## src/rtl/xfd_pkg.sv

```systemverilog
// Package: constants for the exclusive-OR decode and extended group slice
package xfd_pkg;
  // ****************************************
  // Opcode fields
  // ****************************************
  localparam logic [5:0] XFD_OP_XOR_FILE = 6'h06;
  localparam logic [7:0] XFD_OP_ADDPTR = 8'he8;
  localparam logic [7:0] XFD_OP_SUBPTR = 8'he9;
  localparam logic [7:0] XFD_OP_PUSHL = 8'hea;
  localparam logic [7:0] XFD_OP_MOVS = 8'heb;
  localparam logic [15:0] XFD_OP_CALLW = 16'h0014;
  localparam logic [7:0] XFD_IDX_LIMIT = 8'h5f;
  localparam logic [3:0] XFD_ACCESS_LOW_BANK = 4'h0;
  localparam logic [3:0] XFD_ACCESS_HIGH_BANK = 4'hf;
  localparam logic [1:0] XFD_PTR_THIRD = 2'h3;
  // ****************************************
  // AXI4-Lite register map
  // ****************************************
  localparam logic [7:0] XFD_ADDR_CTRL = 8'h00;
  localparam logic [7:0] XFD_ADDR_BANK = 8'h04;
  localparam logic [7:0] XFD_ADDR_WREG = 8'h08;
  localparam logic [7:0] XFD_ADDR_PTR2 = 8'h0c;
  localparam logic [7:0] XFD_ADDR_STATUS = 8'h10;
  localparam logic [7:0] XFD_ADDR_CLASS = 8'h14;
  localparam logic [1:0] XFD_RESP_OKAY = 2'b00;
  localparam logic [1:0] XFD_RESP_SLVERR = 2'b10;
  // Extended instruction classes
  typedef enum logic [3:0] {
    XFD_CL_NONE, XFD_CL_XOR, XFD_CL_ADDPTR, XFD_CL_SUBPTR, XFD_CL_ADDRET,
    XFD_CL_SUBRET, XFD_CL_CALLW, XFD_CL_MOVSF, XFD_CL_MOVSS, XFD_CL_PUSHL
  } xfd_class_t;
endpackage : xfd_pkg

```

## src/rtl/xfd_axil.sv

```systemverilog
// AXI4-Lite slave front end with a flat register port
`timescale 1ns/1ps
`default_nettype none
module xfd_axil (
  // Clock and reset
  input wire logic clk,
  input wire logic rst_n,
  // Write channels
  input wire logic [7:0] s_axi_awaddr,
  input wire logic s_axi_awvalid,
  output logic s_axi_awready,
  input wire logic [31:0] s_axi_wdata,
  input wire logic [3:0] s_axi_wstrb,
  input wire logic s_axi_wvalid,
  output logic s_axi_wready,
  output logic [1:0] s_axi_bresp,
  output logic s_axi_bvalid,
  input wire logic s_axi_bready,
  // Read channels
  input wire logic [7:0] s_axi_araddr,
  input wire logic s_axi_arvalid,
  output logic s_axi_arready,
  output logic [31:0] s_axi_rdata,
  output logic [1:0] s_axi_rresp,
  output logic s_axi_rvalid,
  input wire logic s_axi_rready,
  // Register side
  output logic wr_en,
  output logic [7:0] wr_addr,
  output logic [31:0] wr_data,
  output logic [3:0] wr_strb,
  input wire logic wr_ok,
  output logic [7:0] rd_addr,
  input wire logic [31:0] rd_data,
  input wire logic rd_ok
);
  import xfd_pkg::*;
  logic aw_ff, nxt_aw;
  logic w_ff, nxt_w;
  logic [7:0] awa_ff, nxt_awa;
  logic [31:0] wd_ff, nxt_wd;
  logic [3:0] ws_ff, nxt_ws;
  logic bv_ff, nxt_bv;
  logic [1:0] br_ff, nxt_br;
  logic rv_ff, nxt_rv;
  logic [31:0] rd_ff, nxt_rd;
  logic [1:0] rr_ff, nxt_rr;
  // Address and data are latched independently, either order
  always_comb begin
    nxt_aw = aw_ff;
    nxt_w = w_ff;
    nxt_awa = awa_ff;
    nxt_wd = wd_ff;
    nxt_ws = ws_ff;
    nxt_bv = bv_ff;
    nxt_br = br_ff;
    if (s_axi_awvalid && !aw_ff && !bv_ff) begin
      nxt_aw = 1'b1;
      nxt_awa = s_axi_awaddr;
    end
    if (s_axi_wvalid && !w_ff && !bv_ff) begin
      nxt_w = 1'b1;
      nxt_wd = s_axi_wdata;
      nxt_ws = s_axi_wstrb;
    end
    if (aw_ff && w_ff) begin
      nxt_aw = 1'b0;
      nxt_w = 1'b0;
      nxt_bv = 1'b1;
      nxt_br = wr_ok ? XFD_RESP_OKAY : XFD_RESP_SLVERR;
    end
    if (bv_ff && s_axi_bready) begin
      nxt_bv = 1'b0;
    end
  end
  // Read answers one cycle after the address is taken
  always_comb begin
    nxt_rv = rv_ff;
    nxt_rd = rd_ff;
    nxt_rr = rr_ff;
    if (s_axi_arvalid && !rv_ff) begin
      nxt_rv = 1'b1;
      nxt_rd = rd_data;
      nxt_rr = rd_ok ? XFD_RESP_OKAY : XFD_RESP_SLVERR;
    end else if (rv_ff && s_axi_rready) begin
      nxt_rv = 1'b0;
    end
  end
  always_ff @(posedge clk) begin
    if (!rst_n) begin
      aw_ff <= 1'b0;
      w_ff <= 1'b0;
      awa_ff <= 8'h00;
      wd_ff <= 32'h0000_0000;
      ws_ff <= 4'h0;
      bv_ff <= 1'b0;
      br_ff <= 2'b00;
      rv_ff <= 1'b0;
      rd_ff <= 32'h0000_0000;
      rr_ff <= 2'b00;
    end else begin
      aw_ff <= nxt_aw;
      w_ff <= nxt_w;
      awa_ff <= nxt_awa;
      wd_ff <= nxt_wd;
      ws_ff <= nxt_ws;
      bv_ff <= nxt_bv;
      br_ff <= nxt_br;
      rv_ff <= nxt_rv;
      rd_ff <= nxt_rd;
      rr_ff <= nxt_rr;
    end
  end
  assign s_axi_awready = s_axi_awvalid && !aw_ff && !bv_ff;
  assign s_axi_wready = s_axi_wvalid && !w_ff && !bv_ff;
  assign s_axi_bvalid = bv_ff;
  assign s_axi_bresp = br_ff;
  assign s_axi_arready = s_axi_arvalid && !rv_ff;
  assign s_axi_rvalid = rv_ff;
  assign s_axi_rdata = rd_ff;
  assign s_axi_rresp = rr_ff;
  assign wr_en = aw_ff && w_ff;
  assign wr_addr = awa_ff;
  assign wr_data = wd_ff;
  assign wr_strb = ws_ff;
  assign rd_addr = s_axi_araddr;
endmodule : xfd_axil
`default_nettype wire

```

## src/rtl/xfd_decode.sv

```systemverilog
// Exclusive-OR with file register decode and extended group classification
// Behaviour
// - Opcode 000110 d a f: XOR working register with addressed file register.
// - Destination bit clear writes working register; set writes file register.
// - Bank bit clear resolves address inside access bank, ignoring bank pointer.
// - Bank bit set combines address with bank selection register.
// - Extension on, bank bit clear, address <= 95: offset from third pointer.
// - Extension group and indexed mode off at reset until config bit set; the code also needs the CTRL control bit set.
// - When enabled, eight additional instructions are accepted.
// - Extended instructions are literal pointer updates or pointer-indexed accesses.
// - Pointer add/subtract aimed at third pointer also return from subroutine.
//
// Chosen here: the placing of the registers and the AXI4-Lite register port.
`timescale 1ns/1ps
`default_nettype none
module xfd_decode (
  // Clock and reset
  input wire logic clk,
  input wire logic rst_n,
  // Fetch stream
  input wire logic [15:0] instr_word,
  input wire logic instr_valid,
  // Configuration strap
  input wire logic extension_enable_config_bit,
  // Data memory
  output logic [11:0] mem_addr,
  output logic mem_rd,
  output logic mem_wr,
  output logic [7:0] mem_wdata,
  input wire logic [7:0] mem_rdata,
  // Extended group outputs
  output logic ext_valid,
  output logic [3:0] ext_class,
  output logic illegal_op,
  output logic return_req,
  // AXI4-Lite
  input wire logic [7:0] s_axi_awaddr,
  input wire logic s_axi_awvalid,
  output logic s_axi_awready,
  input wire logic [31:0] s_axi_wdata,
  input wire logic [3:0] s_axi_wstrb,
  input wire logic s_axi_wvalid,
  output logic s_axi_wready,
  output logic [1:0] s_axi_bresp,
  output logic s_axi_bvalid,
  input wire logic s_axi_bready,
  input wire logic [7:0] s_axi_araddr,
  input wire logic s_axi_arvalid,
  output logic s_axi_arready,
  output logic [31:0] s_axi_rdata,
  output logic [1:0] s_axi_rresp,
  output logic s_axi_rvalid,
  input wire logic s_axi_rready
);
  import xfd_pkg::*;
  // ****************************************
  // Declarations
  // ****************************************
  typedef enum logic [1:0] {XFD_Q1, XFD_Q2, XFD_Q3, XFD_Q4} xfd_phase_t;
  xfd_phase_t ph_ff, nxt_ph;
  logic [15:0] ir_ff, nxt_ir;
  logic is_xor_ff, nxt_is_xor;
  logic [7:0] res_ff, nxt_res;
  logic [7:0] wreg_ff, nxt_wreg;
  logic [3:0] bank_selection_register_ff, nxt_bank;
  logic [11:0] third_file_pointer_ff, nxt_ptr2;
  logic neg_ff, nxt_neg;
  logic zero_ff, nxt_zero;
  logic xen_ff, nxt_xen;
  logic [11:0] addr_ff, nxt_addr;
  logic rd_ff, nxt_rd;
  logic wr_ff, nxt_wr;
  logic [7:0] wd_ff, nxt_wd;
  logic evalid_ff, nxt_evalid;
  logic [3:0] eclass_ff, nxt_eclass;
  logic ill_ff, nxt_ill;
  logic ret_ff, nxt_ret;
  logic cfg_meta_ff, nxt_cfg_meta;
  logic cfg_sync_ff, nxt_cfg_sync;
  logic ext_on;
  logic bus_wen, bus_wok, bus_rok;
  logic [7:0] bus_waddr, bus_raddr;
  logic [31:0] bus_wdata, bus_rdata;
  logic [3:0] bus_wstrb;
  logic [11:0] eff_addr;
  xfd_class_t cls;

  // ****************************************
  // Bus slave
  // ****************************************
  xfd_axil u_axil (
    .clk(clk), .rst_n(rst_n),
    .s_axi_awaddr(s_axi_awaddr), .s_axi_awvalid(s_axi_awvalid),
    .s_axi_awready(s_axi_awready), .s_axi_wdata(s_axi_wdata),
    .s_axi_wstrb(s_axi_wstrb), .s_axi_wvalid(s_axi_wvalid),
    .s_axi_wready(s_axi_wready), .s_axi_bresp(s_axi_bresp),
    .s_axi_bvalid(s_axi_bvalid), .s_axi_bready(s_axi_bready),
    .s_axi_araddr(s_axi_araddr), .s_axi_arvalid(s_axi_arvalid),
    .s_axi_arready(s_axi_arready), .s_axi_rdata(s_axi_rdata),
    .s_axi_rresp(s_axi_rresp), .s_axi_rvalid(s_axi_rvalid),
    .s_axi_rready(s_axi_rready),
    .wr_en(bus_wen), .wr_addr(bus_waddr), .wr_data(bus_wdata), .wr_strb(bus_wstrb),
    .wr_ok(bus_wok), .rd_addr(bus_raddr), .rd_data(bus_rdata), .rd_ok(bus_rok)
  );

  // Address decode for both directions
  always_comb begin
    bus_wok = (bus_waddr == XFD_ADDR_BANK) || (bus_waddr == XFD_ADDR_WREG) ||
              (bus_waddr == XFD_ADDR_PTR2) || (bus_waddr == XFD_ADDR_CTRL) ||
              (bus_waddr == XFD_ADDR_STATUS) || (bus_waddr == XFD_ADDR_CLASS);
    bus_rok = 1'b1;
    case (bus_raddr)
      XFD_ADDR_CTRL: bus_rdata = {31'h0000_0000, xen_ff};
      XFD_ADDR_BANK: bus_rdata = {28'h000_0000, bank_selection_register_ff};
      XFD_ADDR_WREG: bus_rdata = {24'h00_0000, wreg_ff};
      XFD_ADDR_PTR2: bus_rdata = {20'h0_0000, third_file_pointer_ff};
      XFD_ADDR_STATUS: bus_rdata = {30'h0000_0000, neg_ff, zero_ff};
      XFD_ADDR_CLASS: bus_rdata = {28'h000_0000, eclass_ff};
      default: begin
        bus_rdata = 32'h0000_0000;
        bus_rok = 1'b0;
      end
    endcase
  end

  // ****************************************
  // Instruction classification
  // ****************************************
  // Extended opcodes decode only with the extension latched on
  always_comb begin
    cls = XFD_CL_NONE;
    if (instr_word[15:10] == XFD_OP_XOR_FILE) begin
      cls = XFD_CL_XOR;
    end else if (ext_on) begin
      case (instr_word[15:8])
        XFD_OP_ADDPTR: cls = (instr_word[7:6] == XFD_PTR_THIRD) ? XFD_CL_ADDRET
                                                                  : XFD_CL_ADDPTR;
        XFD_OP_SUBPTR: cls = (instr_word[7:6] == XFD_PTR_THIRD) ? XFD_CL_SUBRET
                                                                  : XFD_CL_SUBPTR;
        XFD_OP_PUSHL: cls = XFD_CL_PUSHL;
        XFD_OP_MOVS: cls = instr_word[7] ? XFD_CL_MOVSS : XFD_CL_MOVSF;
        default: cls = (instr_word == XFD_OP_CALLW) ? XFD_CL_CALLW : XFD_CL_NONE;
      endcase
    end
  end

  // Effective file address: access bank, banked, or indexed offset
  always_comb begin
    if (ir_ff[8]) begin
      eff_addr = {bank_selection_register_ff, ir_ff[7:0]};
    end else if (ext_on && (ir_ff[7:0] <= XFD_IDX_LIMIT)) begin
      eff_addr = third_file_pointer_ff + {4'h0, ir_ff[7:0]};
    end else if (ir_ff[7]) begin
      eff_addr = {XFD_ACCESS_HIGH_BANK, ir_ff[7:0]};
    end else begin
      eff_addr = {XFD_ACCESS_LOW_BANK, ir_ff[7:0]};
    end
  end

  // ****************************************
  // Phase sequencer and execution
  // ****************************************
  // Four phases per instruction cycle; a new word is only taken in Q1
  always_comb begin
    nxt_ph = ph_ff;
    nxt_ir = ir_ff;
    nxt_is_xor = is_xor_ff;
    nxt_res = res_ff;
    nxt_wreg = wreg_ff;
    nxt_bank = bank_selection_register_ff;
    nxt_ptr2 = third_file_pointer_ff;
    nxt_neg = neg_ff;
    nxt_zero = zero_ff;
    nxt_xen = xen_ff;
    nxt_addr = addr_ff;
    nxt_rd = 1'b0;
    nxt_wr = 1'b0;
    nxt_wd = wd_ff;
    nxt_evalid = 1'b0;
    nxt_eclass = eclass_ff;
    nxt_ill = 1'b0;
    nxt_ret = 1'b0;
    nxt_cfg_meta = extension_enable_config_bit;
    nxt_cfg_sync = cfg_meta_ff;
    case (ph_ff)
      XFD_Q1: begin
        // Phases run free; an idle Q1 must not leave a stale XOR pending
        nxt_ph = XFD_Q2;
        nxt_is_xor = instr_valid && (cls == XFD_CL_XOR);
        if (instr_valid) begin
          nxt_ir = instr_word;
          nxt_eclass = cls;
          nxt_evalid = (cls != XFD_CL_NONE) && (cls != XFD_CL_XOR);
          nxt_ret = (cls == XFD_CL_ADDRET) || (cls == XFD_CL_SUBRET);
          // Extended-looking words with extension off are flagged, not run
          nxt_ill = (cls == XFD_CL_NONE) && !ext_on && (instr_word[15:12] == 4'he);
        end
      end
      XFD_Q2: begin
        nxt_ph = XFD_Q3;
        nxt_addr = eff_addr;
        nxt_rd = is_xor_ff;
      end
      XFD_Q3: begin
        nxt_ph = XFD_Q4;
        nxt_res = wreg_ff ^ mem_rdata;
      end
      XFD_Q4: begin
        nxt_ph = XFD_Q1;
        if (is_xor_ff) begin
          nxt_neg = res_ff[7];
          nxt_zero = (res_ff == 8'h00);
          if (ir_ff[9]) begin
            nxt_wr = 1'b1;
            nxt_wd = res_ff;
          end else begin
            nxt_wreg = res_ff;
          end
        end
      end
      default: nxt_ph = XFD_Q1;
    endcase
    // Software writes apply in any phase and win over the Q4 update
    if (bus_wen && bus_wstrb[0]) begin
      case (bus_waddr)
        XFD_ADDR_CTRL: nxt_xen = bus_wdata[0];
        XFD_ADDR_BANK: nxt_bank = bus_wdata[3:0];
        XFD_ADDR_WREG: nxt_wreg = bus_wdata[7:0];
        XFD_ADDR_PTR2: nxt_ptr2[7:0] = bus_wdata[7:0];
        default: nxt_xen = xen_ff;
      endcase
    end
    if (bus_wen && bus_wstrb[1] && (bus_waddr == XFD_ADDR_PTR2)) begin
      nxt_ptr2[11:8] = bus_wdata[11:8];
    end
  end

  always_ff @(posedge clk) begin
    if (!rst_n) begin
      ph_ff <= XFD_Q1;
      ir_ff <= 16'h0000;
      is_xor_ff <= 1'b0;
      res_ff <= 8'h00;
      wreg_ff <= 8'h00;
      bank_selection_register_ff <= 4'h0;
      third_file_pointer_ff <= 12'h000;
      neg_ff <= 1'b0;
      zero_ff <= 1'b0;
      xen_ff <= 1'b0;
      addr_ff <= 12'h000;
      rd_ff <= 1'b0;
      wr_ff <= 1'b0;
      wd_ff <= 8'h00;
      evalid_ff <= 1'b0;
      eclass_ff <= 4'h0;
      ill_ff <= 1'b0;
      ret_ff <= 1'b0;
      cfg_meta_ff <= 1'b0;
      cfg_sync_ff <= 1'b0;
    end else begin
      ph_ff <= nxt_ph;
      ir_ff <= nxt_ir;
      is_xor_ff <= nxt_is_xor;
      res_ff <= nxt_res;
      wreg_ff <= nxt_wreg;
      bank_selection_register_ff <= nxt_bank;
      third_file_pointer_ff <= nxt_ptr2;
      neg_ff <= nxt_neg;
      zero_ff <= nxt_zero;
      xen_ff <= nxt_xen;
      addr_ff <= nxt_addr;
      rd_ff <= nxt_rd;
      wr_ff <= nxt_wr;
      wd_ff <= nxt_wd;
      evalid_ff <= nxt_evalid;
      eclass_ff <= nxt_eclass;
      ill_ff <= nxt_ill;
      ret_ff <= nxt_ret;
      cfg_meta_ff <= nxt_cfg_meta;
      cfg_sync_ff <= nxt_cfg_sync;
    end
  end

  // Extension needs both the synchronised strap and the control bit
  assign ext_on = xen_ff && cfg_sync_ff;
  // Outputs straight from flip-flops
  assign mem_addr = addr_ff;
  assign mem_rd = rd_ff;
  assign mem_wr = wr_ff;
  assign mem_wdata = wd_ff;
  assign ext_valid = evalid_ff;
  assign ext_class = eclass_ff;
  assign illegal_op = ill_ff;
  assign return_req = ret_ff;
endmodule : xfd_decode
`default_nettype wire

```

## config.mk

```make
export PLATFORM = sky130hd
export DESIGN_NAME = xfd_decode
export DESIGN_NICKNAME = d
export VERILOG_FILES = /design/src/rtl/xfd_pkg.sv /design/src/rtl/xfd_axil.sv /design/src/rtl/xfd_decode.sv
export SDC_FILE = /design/constraint.sdc
export NUM_CORES = 1
export LEC_CHECK = 0
export ABC_AREA = 1
export BUFFER_PORTS_ARGS = -buffer_cell sky130_fd_sc_hd__buf_4
export CAP_MARGIN = 40
export CORE_MARGIN = 2
export CORE_UTILIZATION = 51
export CTS_CLUSTER_SIZE = 12
export DETAILED_ROUTE_END_ITERATION = 12
export GPL_ROUTABILITY_DRIVEN = 0
export PLACE_DENSITY = 0.81
export SLEW_MARGIN = 20
export SYNTH_ARGS = -nofsm -noshare
export SYNTH_HDL_FRONTEND = slang
export SYNTH_SLANG_ARGS = --single-unit
```

## constraint.sdc

```tcl
create_clock -name clk -period 3.6 [get_ports clk]
set_input_delay 0.54 -clock clk [delete_from_list [all_inputs] [get_ports clk]]
set_output_delay 0.54 -clock clk [all_outputs]
set_load 0.02 [all_outputs]
```

======== Word level (Yosys, flattened, before mapping) ========
Index checks and enable logic that the tools add are counted.
Widths: inputs -> output; s select.
cells by class
  add/subtract/negate cells ............... 1
  $lt $le $gt $ge ......................... 1
  bitwise logic cells ..................... 2
  muxes and demuxes ....................... 23
  eq/ne operators ......................... 25
  reductions and logical operators ........ 47
operator list
  operator             count
  $pmux 12 s6          1
  $mux 8               5
  $mux 12              3
  $eq 8x4->1 const B   4
  $eq 8x5->1 const B   4
  $eq 8x8->1 const B   4
  $logic_not 8->1      3
  $logic_and 1x1->1    17
  $eq 16x5->1 const B  1
  $eq 8x3->1 const B   2
  $pmux 4 s4           1
  $add 12x8->12        1
  $mux 4               3
  $reduce_and 2->1     6
  $mux 3               3
  $reduce_and 3->1     3
  $eq 4x3->1 const B   2
  $le 8x7->1 const B   1
  $pmux 2 s4           1
  $xor 8x8->8          1
  $eq 2x2->1 const B   3
  $eq 6x3->1 const B   1
  $logic_or 1x1->1     6
  $reduce_or 6->1      1
  13 further kinds     22
word-level totals
  output and inout bits ................... 70
  input bits .............................. 85
  register bits after elaboration ......... 141

======== Longest topological paths before layout ========
  depth after elaboration ................. 8
  mapped depth ............................ 13

======== By module ========
From an unflattened synthesis, not the netlist that was laid out.
second synthesis, totals
  cell total of the unflattened synthesis .. 1044
  area, all modules ....................... 7452.1 um2
modules (own cells, without submodules)
  module      sequential area each (um2)  times used  cells each  area each (um2)
  xfd_decode  1581.5                      1           571         4045.1
  xfd_axil    1641.6                      1           473         3407.0

======== Least setup slack after synthesis ========
OpenSTA, ideal clock, no wires.
  path kind ............................... input to output
  start point ............................. input s_axi_arvalid
  end point ............................... output s_axi_arready
  slack ................................... 1.906 ns
  arrival ................................. 1.154 ns
  path buffers ............................ 1
  cell stages on the path ................. 3
  required time ........................... 3.060 ns
  cells stage by stage .................... inv_1 > nor2_1 > clkbuf_1
on the way
  longest elaborated chain between the ends .. 1
RTL lines
  what                RTL line          RTL
  start: declaration  xfd_decode.sv:48  input wire logic s_axi_arvalid,
  $logic_and 1x1->1   xfd_axil.sv:118   assign s_axi_arready = s_axi_arvalid && !rv_ff;
  end: declaration    xfd_decode.sv:49  output logic s_axi_arready,
Every way passes these cells.

======== Worst setup path after layout ========
  start point ............................. register u_axil.bv_ff (netlist: u_axil.s_axi_bvalid)
  end point ............................... output s_axi_awready
on the way
  longest elaborated chain between the ends .. 2
RTL lines
  what                      RTL line          RTL
  start: declaration        xfd_axil.sv:43    logic bv_ff, nxt_bv;
  start signal: assignment  xfd_axil.sv:107   bv_ff <= nxt_bv;
  $logic_not 1->1           xfd_axil.sv:114   assign s_axi_awready = s_axi_awvalid && !aw_ff && !bv_ff;
  $logic_and 1x1->1         xfd_axil.sv:114
  end: declaration          xfd_decode.sv:39  output logic s_axi_awready,
Every way passes these cells.

==> results.md <==
* Die height at 109.3 um
* Post-CTS resize count at 0
* Die Width at 109.3 um
* Synth async-reset ratio at 0%
* Status: complete, no violations
* Sequential fraction of the synthesis area at between 40 and 50%
* Cells after Synth at 776
* Largest family of logic cells by synthesized area: simple AND/OR/NAND/NOR gates
* EDFF count, synth at 0
* Post-Synth Adder-Cell Area at around 3%
* Max FO, Critical Path at 16
* # IOs at roughly 160
* 1st-iter DRT viols at roughly 360
* Setup bufs post-CTS at 0
* DP Wirelength at 10,140 um
* Syn. warnings at 0
* Critical path class: flip-flop to output port
* Leak Pwr at 3.293 nW
* IO buf count at 110
* DP Cell Count at 1,001
* Layout cells sized above 1 at 18.68%
* Cell area power density at between 500 and 600 nW/um2
* CTS Sinks at roughly 120
* Final #Nets at just under 1,000
* Area Growth Syn to Fin at 26.32%
* Setup TNS at 0 ps
* Vias in the first global route at 4,890
* Proportion of synthesized area in mux cells at 0%
* Mean area per synthesized cell at 7.290 um2
* Largest cells by area after synthesis: dfxtp_1 (42%), nand2_1 (10%), a21oi_1 (8.6%)
* Final Hold Fails at 0
* Most common cell after layout, fill and taps aside: nand2_1
* Fin crit period at 2207 ps
* Netlist Area Pre-Place at 5657 um2
* Peak supply drop at approximately 0.00033 V
* Yosys cell types at 45
* Largest net degree at the start of global routing at 62
* Routed vias at 5,419
* Core area at 10,840 um2
* Period utilisation layout at between 60% and 70%
* Final setup viols at 0
* Die area at 11,950 um2
* Worst min-delay path class: input pin to flip-flop
* Synthesized flop and latch total at ~120
* Fmax at 453.2 MHz
* Max Slew Vio Count at 0
* Wire length per cell at around 14 um
* Remaining Overflow, GRT at 0
* Fill count at 907
* Yosys top cell area share at 42.11%
* Drt pass-1 iters at 5
* Worst skew pair latency at 520 ps
* Root buf cell: clkbuf_8
* Critical Path Source Type: flip-flop
* First-pass GRT wire length at 22,860 um
* Setup Skew at 7.777 ps
* Via/cell ratio at 5.241
* Post-route ant nets at 0
* Xor and xnor area share after synthesis at 1.393%
* Hold buffers post-CTS at 0
* Setup slack after layout at about 1400 ps
* WP data arrival at ~1700 ps
* Initial antenna violation count at 0
* Slew Limit Headroom at between 50% and 60%
* RSZ-0062 raised after global routing: no
* Row count at 38
* Final hold slack at between 150 and 200 ps
* CTS max path bufs at 2
* Initial Util at 52.18%
* Compound-cell area share of the yosys netlist at 18.45%
* Post-synth top area cell: dfxtp_1
* CTS buffer count at 17
* H-tree depth at 4
* Antenna Cells at 0
* Worst slew pin tran at 693.9 ps
* Post-Route Utilization at between 60% and 70%
* Drt total wl at 14,400 um
* Most frequent cells in the layout: nand2_1 (154), dfxtp_1 (119), buf_4 (113), a21oi_1 (97), inv_1 (91)
* Crit path required time at 3060 ps
* Clk pin slew, worst setup/hold paths at 60 ps
* Max cap viols at 0
* Drt drc at 0
* Simple-Gate Fraction of Synth Area at 23.49%
* Prevailing post-synth register cell: dfxtp_1
* CTS tree: yes
* Fin cells at about 1,000
* Pre-CTS WS at between 1000 and 1500 ps
* CP endpoint kind: output port
* Total Routing Usage GR at 24.66%
layout make-up:
class | instances | area [um2] | area share, %
sequential | 119 | 2382 | 33.34
clock inverter | 15 | 250.2 | 3.502
inverter | 99 | 371.6 | 5.200
clock buffer | 17 | 414.1 | 5.796
timing repair buffer | 113 | 848.3 | 11.87
multi-input combinational | 531 | 2704 | 37.84
tap | 140 | 175.2 | 2.451
state kept, by name, summed over array words and instances, names as in the netlist, 2 cells and up:
signal and flops:
ir_ff 10, res_ff 8, u_axil.s_axi_rdata 12, bank_selection_register_ff 4
u_axil.wr_strb 2, u_axil.wr_data 12, third_file_pointer_ff 12, mem_wdata 8
ext_class 4, mem_addr 12, ph_ff 2, wreg_ff 8
u_axil.wr_addr 8
per-layer routing:
| layer | GRT usage [%] | vias up | routed length (um) |
|---|---|---|---|
| li1 | - | 2731 | - |
| met1 | 32.18 | 2460 | 6505 |
| met2 | 40.77 | 203 | 6725 |
| met3 | 4.090 | 25 | 890 |
| met4 | 9.946 | 0 | 279 |
| met5 | 0 | - | 0 |
where the power goes:
part	total [mW]	internal, mW	switching [mW]	leakage (nW)
registers	1.49	1.42	0.0768	0.969
logic	0.569	0.205	0.364	2.01
clock network	1.90	1.27	0.635	0.311
total	3.97	2.89	1.08	3.29
Yosys cell counts (3+ instances only):
| master | n |
|---|---|
| inv_1 | 91 |
| nor2_4 | 3 |
| o21ai_1 | 10 |
| dfxtp_1 | 119 |
| xor2_1 | 9 |
| a211oi_1 | 5 |
| nand2_1 | 154 |
| nor2_1 | 52 |
| o22ai_1 | 3 |
| o21ai_0 | 73 |
| o211ai_1 | 3 |
| nand4_1 | 7 |
| buf_4 | 23 |
| nand3_1 | 49 |
| nor4_1 | 5 |
| clkbuf_1 | 21 |
| a21oi_1 | 97 |
| ha_1 | 12 |
| nor3_1 | 4 |
| nor4_4 | 3 |
| inv_2 | 6 |
per-stage QoR:
step	power, mW	cell area (um2)
6_report	3.965	7146
5_1_grt	4.112	7146
4_1_cts	3.964	7138
3_5_place_dp	2.075	6474
3_3_place_gp	2.063	6474
2_1_floorplan	1.897	5736
cells by family after synthesis:
group,count (synthesis)
adder cells (fa/ha/maj),13
XOR/XNOR,9
buffers and inverters,147
AND/OR/NAND/NOR,288
other,1
flip-flops,119
AO/OA/AOI/OAI,199
worst paths after layout:
check	from	slack, ps	cells past startpoint	end
max	u_axil.s_axi_bvalid	1390	4	s_axi_awready
min	s_axi_bready	190	2	u_axil.s_axi_bvalid
max reg2reg	third_file_pointer_ff[0]	1630	9	mem_addr[6]
min reg2reg	cfg_meta_ff	410	2	cfg_sync_ff
worst max-delay path: stages (launching register included):
cell and delay, ps:
dfxtp_1 330, inv_1 70, nand3_1 360, inv_1 210, buf_4 170
No activity file was read; power rests on OpenSTA's default activity.
